## src/rtl/osmx_pkg.sv

```systemverilog
package osmx_pkg;

  // ----------------------------------------
  // data path geometry
  // ----------------------------------------
  localparam int unsigned OSMX_DATA_W = 8;
  localparam int unsigned OSMX_ADDR_W = 7;
  localparam int unsigned OSMX_MSB    = OSMX_DATA_W - 1;

  // ----------------------------------------
  // destination select encoding
  // ----------------------------------------
  localparam logic OSMX_DEST_ACCUM = 1'h0;
  localparam logic OSMX_DEST_FILE  = 1'h1;

  // ----------------------------------------
  // reset values
  // ----------------------------------------
  localparam logic [7:0] OSMX_ACCUM_RST = 8'h00;
  localparam logic       OSMX_FLAG_RST  = 1'h0;
  localparam logic       OSMX_PULSE_RST = 1'h0;

  // ----------------------------------------
  // operation codes
  // ----------------------------------------
  typedef enum logic [1:0] {
    OSMX_OP_OR_ACCUM_INTO_FILE    = 2'h0,
    OSMX_OP_SHIFT_LEFT_ZERO_FILL  = 2'h1,
    OSMX_OP_SHIFT_RIGHT_ZERO_FILL = 2'h3,
    OSMX_OP_COPY_REGISTER         = 2'h2
  } osmx_op_t;

endpackage

```

## src/rtl/osmx_result_unit.sv

```systemverilog
module osmx_result_unit
  import osmx_pkg::*;
#(
  parameter int unsigned DATA_W = OSMX_DATA_W
)
(
  // operands
  input  wire logic [DATA_W-1:0] accumIn,
  input  wire logic [DATA_W-1:0] operandIn,
  input  wire osmx_op_t          opIn,
  // result
  output logic      [DATA_W-1:0] resultOut,
  output logic                   carryOut,
  output logic                   carryValid,
  output logic                   zeroOut
);

  wire [DATA_W-1:0] orValue    = accumIn | operandIn;
  wire [DATA_W-1:0] leftValue  = {operandIn[DATA_W-2:0], 1'h0};
  wire [DATA_W-1:0] rightValue = {1'h0, operandIn[DATA_W-1:1]};
  wire              isLeft     = (opIn == OSMX_OP_SHIFT_LEFT_ZERO_FILL);
  wire              isRight    = (opIn == OSMX_OP_SHIFT_RIGHT_ZERO_FILL);

  always_comb
  begin
    unique case (opIn)
      OSMX_OP_OR_ACCUM_INTO_FILE:    resultOut = orValue;
      OSMX_OP_SHIFT_LEFT_ZERO_FILL:  resultOut = leftValue;
      OSMX_OP_SHIFT_RIGHT_ZERO_FILL: resultOut = rightValue;
      OSMX_OP_COPY_REGISTER:         resultOut = operandIn;
    endcase
  end

  // carry comes from the bit that falls off the end; or and move leave it alone
  assign carryValid = isLeft | isRight;
  assign carryOut   = isLeft ? operandIn[DATA_W-1] : operandIn[0];
  assign zeroOut    = (resultOut == '0);

endmodule

```

## src/rtl/osmx_exec_slice.sv

```systemverilog
// Notes on behaviour
// - or: accumulator OR operand register, zero flag updated from result.
// - destination bit 0 writes accumulator, 1 writes back to operand register.
// - move copies operand register value unchanged to chosen destination.
// - left shift: operand bits 6..0 to result 7..1, bit 7 to carry.
// - left shift forces result bit 0 to zero.
// - right shift: operand bits 7..1 to result 6..0, bit 0 to carry.
// - right shift forces result bit 7 to zero.
module osmx_exec_slice
  import osmx_pkg::*;
#(
  parameter int unsigned DATA_W = OSMX_DATA_W,
  parameter int unsigned ADDR_W = OSMX_ADDR_W
)
(
  // clock and reset
  input  wire logic              clk,
  input  wire logic              reset_n,
  // instruction issue
  input  wire logic              execValid,
  input  wire osmx_op_t          execOp,
  input  wire logic              destSelect,
  input  wire logic [ADDR_W-1:0] fileAddr,
  // operand read port
  output logic      [ADDR_W-1:0] fileReadAddr,
  input  wire logic [DATA_W-1:0] fileReadData,
  // operand write port
  output logic                   fileWriteEn,
  output logic      [ADDR_W-1:0] fileWriteAddr,
  output logic      [DATA_W-1:0] fileWriteData,
  // accumulator and flags
  output logic      [DATA_W-1:0] accumOut,
  output logic                   carryFlag,
  output logic                   zeroFlag,
  output logic                   execDone
);

  // ----------------------------------------
  // combinational result
  // ----------------------------------------
  logic [DATA_W-1:0] resultValue;
  logic              carryValue;
  logic              carryTouched;
  logic              zeroValue;

  // the read address is a straight copy so the operand arrives in the same cycle
  assign fileReadAddr = fileAddr;

  osmx_result_unit #(
    .DATA_W (DATA_W)
  ) resultUnit (
    .accumIn    (accumOut),
    .operandIn  (fileReadData),
    .opIn       (execOp),
    .resultOut  (resultValue),
    .carryOut   (carryValue),
    .carryValid (carryTouched),
    .zeroOut    (zeroValue)
  );

  // ----------------------------------------
  // destination decode
  // ----------------------------------------
  // the destination bit only counts while an instruction is issued, so idle
  // cycles leave both the accumulator and the operand register alone
  wire toAccum = execValid & (destSelect == OSMX_DEST_ACCUM);
  wire toFile  = execValid & (destSelect == OSMX_DEST_FILE);

  // ----------------------------------------
  // flag update strobes
  // ----------------------------------------
  // carry belongs to the shifts alone; zero follows every one of the four
  wire carryLoad = execValid & carryTouched;
  wire zeroLoad  = execValid;

  // ----------------------------------------
  // architectural state
  // ----------------------------------------
  logic [DATA_W-1:0] accum_reg;
  logic [DATA_W-1:0] accum_next;
  logic              carry_reg;
  logic              carry_next;
  logic              zero_reg;
  logic              zero_next;

  assign accum_next = toAccum   ? resultValue : accum_reg;
  assign carry_next = carryLoad ? carryValue  : carry_reg;
  assign zero_next  = zeroLoad  ? zeroValue   : zero_reg;

  // ----------------------------------------
  // write-back state
  // ----------------------------------------
  logic              wrEn_reg;
  logic              wrEn_next;
  logic [ADDR_W-1:0] wrAddr_reg;
  logic [ADDR_W-1:0] wrAddr_next;
  logic [DATA_W-1:0] wrData_reg;
  logic [DATA_W-1:0] wrData_next;
  logic              done_reg;
  logic              done_next;

  // address and data are captured every cycle and qualified by the enable
  // alone, which keeps a load mux off their flops
  assign wrEn_next   = toFile;
  assign wrAddr_next = fileAddr;
  assign wrData_next = resultValue;
  assign done_next   = execValid;

  // ----------------------------------------
  // accumulator
  // ----------------------------------------
  // accumulator and flags commit on the edge that takes the instruction, so a back to
  // back issue sees the new accumulator without any bypass
  always_ff @(posedge clk or negedge reset_n)
  begin
    if (!reset_n)
    begin
      accum_reg <= DATA_W'(OSMX_ACCUM_RST);
    end
    else
    begin
      accum_reg <= accum_next;
    end
  end

  // ----------------------------------------
  // status flags
  // ----------------------------------------
  always_ff @(posedge clk or negedge reset_n)
  begin
    if (!reset_n)
    begin
      carry_reg <= OSMX_FLAG_RST;
    end
    else
    begin
      carry_reg <= carry_next;
    end
  end

  always_ff @(posedge clk or negedge reset_n)
  begin
    if (!reset_n)
    begin
      zero_reg <= OSMX_FLAG_RST;
    end
    else
    begin
      zero_reg <= zero_next;
    end
  end

  // ----------------------------------------
  // operand write port
  // ----------------------------------------
  // the write-back lands one cycle after issue; a file that is read back to
  // back at the same address has to forward it
  always_ff @(posedge clk or negedge reset_n)
  begin
    if (!reset_n)
    begin
      wrEn_reg <= OSMX_PULSE_RST;
    end
    else
    begin
      wrEn_reg <= wrEn_next;
    end
  end

  always_ff @(posedge clk or negedge reset_n)
  begin
    if (!reset_n)
    begin
      wrAddr_reg <= '0;
    end
    else
    begin
      wrAddr_reg <= wrAddr_next;
    end
  end

  always_ff @(posedge clk or negedge reset_n)
  begin
    if (!reset_n)
    begin
      wrData_reg <= '0;
    end
    else
    begin
      wrData_reg <= wrData_next;
    end
  end

  // ----------------------------------------
  // completion strobe
  // ----------------------------------------
  always_ff @(posedge clk or negedge reset_n)
  begin
    if (!reset_n)
    begin
      done_reg <= OSMX_PULSE_RST;
    end
    else
    begin
      done_reg <= done_next;
    end
  end

  // ----------------------------------------
  // outputs
  // ----------------------------------------
  // every output but the read address comes straight from a flop
  assign accumOut      = accum_reg;
  assign carryFlag     = carry_reg;
  assign zeroFlag      = zero_reg;
  assign fileWriteEn   = wrEn_reg;
  assign fileWriteAddr = wrAddr_reg;
  assign fileWriteData = wrData_reg;
  assign execDone      = done_reg;

endmodule

```

## config.mk

```make
export PLATFORM = sky130hd
export DESIGN_NAME = osmx_exec_slice
export DESIGN_NICKNAME = d
export VERILOG_FILES = /design/src/rtl/osmx_pkg.sv /design/src/rtl/osmx_result_unit.sv /design/src/rtl/osmx_exec_slice.sv
export SDC_FILE = /design/constraint.sdc
export NUM_CORES = 1
export LEC_CHECK = 0
export BUFFER_PORTS_ARGS = -buffer_cell sky130_fd_sc_hd__buf_2
export CAP_MARGIN = 10
export CORE_UTILIZATION = 40
export CTS_CLUSTER_DIAMETER = 60
export DETAILED_ROUTE_END_ITERATION = 10
export HOLD_SLACK_MARGIN = 0.06
export PLACE_DENSITY = 0.74
export SYNTH_ARGS = -nofsm -noshare
export SYNTH_HDL_FRONTEND = slang
export SYNTH_SLANG_ARGS = --single-unit
```

## constraint.sdc

```tcl
create_clock -name clk -period 1.1 [get_ports clk]
set_input_delay 0.11 -clock clk [delete_from_list [all_inputs] [get_ports clk]]
set_output_delay 0.11 -clock clk [all_outputs]
set_load 0.02 [all_outputs]
```

==> flow_metrics.env <==
export IMPL_hold_viol=0
export IMPL_root_buffer="clkbuf_4"
export IMPL_finalMaxSlewViolations=0
export IMPL_tightestPinTransition_ps=360
export IMPL_drive_above_1_share_pct=69.6
export IMPL_cp_arrival_ps=1530
export IMPL_dieArea_mm2=0.00303
export IMPL_io_pins=55
export IMPL_gp_congestion=0.851
export IMPL_hold_class="primary input to flip-flop"
export IMPL_hpwl_um=2040
export IMPL_drc=0
export IMPL_path_clk_slew_ps=160
export IMPL_fin_ws_ps=-139
export IMPL_worstPathRequired_ps=1390
export IMPL_synth_fa_ha_area_share_pct=0
export IMPL_slew_headroom_pct=76.0
export IMPL_ant_nets=0
export IMPL_nNetsFinal=180
export IMPL_synth_nets=101
export IMPL_layout_common_cells="buf_2, dfrtp_1, buf_6"
export IMPL_drv_cap=0
export IMPL_synth_compound_area_share_pct=13.4
export IMPL_synth_cells=80
export IMPL_post_drt_wl_per_cell_um=15.6
export IMPL_power_total_mw=2.49
export IMPL_insertion_delay_ps=330
export IMPL_cts_made_buffers=3
export IMPL_violations="setup timing"
export IMPL_run_status="finished, violations left"
export IMPL_dr_pass1_iters=4
export IMPL_die_w_um=55.1
export IMPL_grt_max_degree=18
export IMPL_synth_top_family_by_area="multiplexers"
export IMPL_power_density_mw_per_mm2=1410
export IMPL_fin_worst_skew_ps=9.57
export IMPL_critPathLaunchType="flip-flop"
export IMPL_clock_sinks=27
export IMPL_yosysWarnings=0
export IMPL_grt_ovfl_total=0
export IMPL_routed_wl_um=2940
export IMPL_setup_viol=11
export IMPL_cp_end_kind="flip-flop"
export IMPL_postLayoutCoreUtil_pct=68.7
export IMPL_die_y_um=55.1
export IMPL_yosysTopAreaCell="dfrtp_1"
export IMPL_grt_pass1_vias=861
export IMPL_drt_iter0_markers=11
export IMPL_viasPerCell=5.09
export IMPL_muxShareOfSynthArea_pct=14.2
export IMPL_ys_types=20
export IMPL_vias=957
export IMPL_core_mm2=0.00257
export IMPL_synth_top_cell_area_share_pct=60.0
export IMPL_cts_tree="built"
export IMPL_crit_fanout=3
export IMPL_netlist_area_mm2=0.00113
export IMPL_start_util_pct=43.9
export IMPL_post_route_min_period_ps=1240
export IMPL_yosys_area_share_simple_pct=4.22
export IMPL_synth_xor_area_share_pct=0
export IMPL_ys_seq_area_share_pct=60.0
export IMPL_final_common_cell="buf_2"
export IMPL_area_growth_pct=56.6
export IMPL_hold_ws_ps=130
export IMPL_clk_path_buf_depth=2
export IMPL_irDropWorstVdd_mv=0.903
export IMPL_rsz0062_at_grt="true"
export IMPL_numPortBuffers=54
export IMPL_cts_max_level=1
export IMPL_num_fill_cells=200
export IMPL_grt_use_total_pct=19.4
export IMPL_ys_seq_elements=27
export IMPL_fmax_mhz=807
export IMPL_p_leak_nw=0.841
export IMPL_finalCritPeriodShare_pct=113
export IMPL_syn_avg_cell_area_um2=14.1
export IMPL_yosys_top_cells_area="dfrtp_1, mux2_2, mux2i_1"
export IMPL_setup_tns_ps=-614
export IMPL_dp_cells=171
export IMPL_num_antenna_cells=0
export IMPL_antenna_found_initial=0
export IMPL_grt_pass1_wl_um=3990
export IMPL_placementRows=18
export IMPL_path_class="flip-flop to flip-flop"
export IMPL_finalNonFillerCells=188
## timing repair
| action | 4_1_cts | 5_1_grt |
|---|---|---|
| setup buffers | 0 | 3 |
| endpoints found under the setup margin | 10 | 15 |
| pin swaps | 0 | 3 |
| resized for setup | 18 | 7 |
| hold endpoints to repair | 36 | 0 |
| hold buffers | 10 | 0 |
## through the flow
stage / setup WS (ps) / area (µm²)
floorplan: -68.3 / 1150
global placement: -137 / 1520
detailed placement: -189 / 1520
CTS: -140 / 1720
global route: -216 / 1760
finish: -139 / 1760
## worst paths after layout
| path | from | end | slack, ps | depth (start not counted) |
|---|---|---|---|---|
| setup reg to reg | accumOut[1]$_DFFE_PN0P_ | zeroFlag$_DFFE_PN0P_ | -140 | 4 |
| hold reg to reg | carryFlag$_DFFE_PN0P_ | carryFlag$_DFFE_PN0P_ | 570 | 2 |
| hold / removal | fileReadData[7] | carryFlag$_DFFE_PN0P_ | 130 | 3 |
| setup / recovery | accumOut[1]$_DFFE_PN0P_ | zeroFlag$_DFFE_PN0P_ | -140 | 4 |
| min in group asynchronous | reset_n | fileWriteAddr[0]$_DFF_PN0_ | 230 | 2 |
| max in group asynchronous | reset_n | accumOut[6]$_DFFE_PN0P_ | 460 | 3 |
## area by class of cell
class                           count  area [µm²]  area share [%]
Multi-Input combinational cell     41         390            22.1
Clock inverter                      1        8.76           0.497
Inverter                            1        8.76           0.497
Tap cell                           30        37.5            2.13
Sequential cell                    27         684            38.8
Clock buffer                        3        22.5            1.28
Timing Repair Buffer               85         611            34.6
## state kept, by name, summed over array words and instances, names as in the netlist
register       flops
accumOut           8
zeroFlag           1
fileWriteEn        1
carryFlag          1
fileWriteAddr      7
fileWriteData      8
execDone           1
## worst max-delay path, cell delays in order (launching register included)
cell	delay [ps]
dfrtp_2	440
a211oi_2	200
a21oi_2	90
nor4_2	300
a31o_1	180
## kinds of logic after synthesis
kind of cell / Yosys count
DFF: 27
buffers and inverters: 12
muxes: 15
AOI/OAI and AO/OA: 19
and+or+nand+nor: 7
## metal layers
metal / GRT usage, % / vias up / wire, µm
met2: 33.9 / 34 / 1580
met4: 9.58 / 0 / 38
met5: 0 / - / 0
met1: 23.5 / 479 / 1180
li1: - / 440 / -
met3: 1.91 / 4 / 138
## where the power goes
part	internal, mW	total [mW]	switching, mW	leakage [nW]
clock	0.148	0.466	0.317	0.0183
combinational	0.436	0.850	0.414	0.515
sequential	1.11	1.17	0.0650	0.307
total	1.69	2.49	0.796	0.841
## synthesized netlist by cell type
library cell / count
inv_6: 1
nand2b_1: 1
nor4_2: 1
a31oi_1: 1
nand3_1: 2
buf_4: 9
a21oi_2: 3
nor2b_1: 1
mux2_2: 8
dfrtp_1: 27
a211oi_2: 5
a31o_1: 1
a21oi_1: 6
a211oi_1: 1
nor4_1: 1
and2_1: 1
mux2i_1: 7
clkbuf_1: 1
buf_6: 1
o21ai_1: 2
Note: power is estimated with default switching activity, not from simulation.
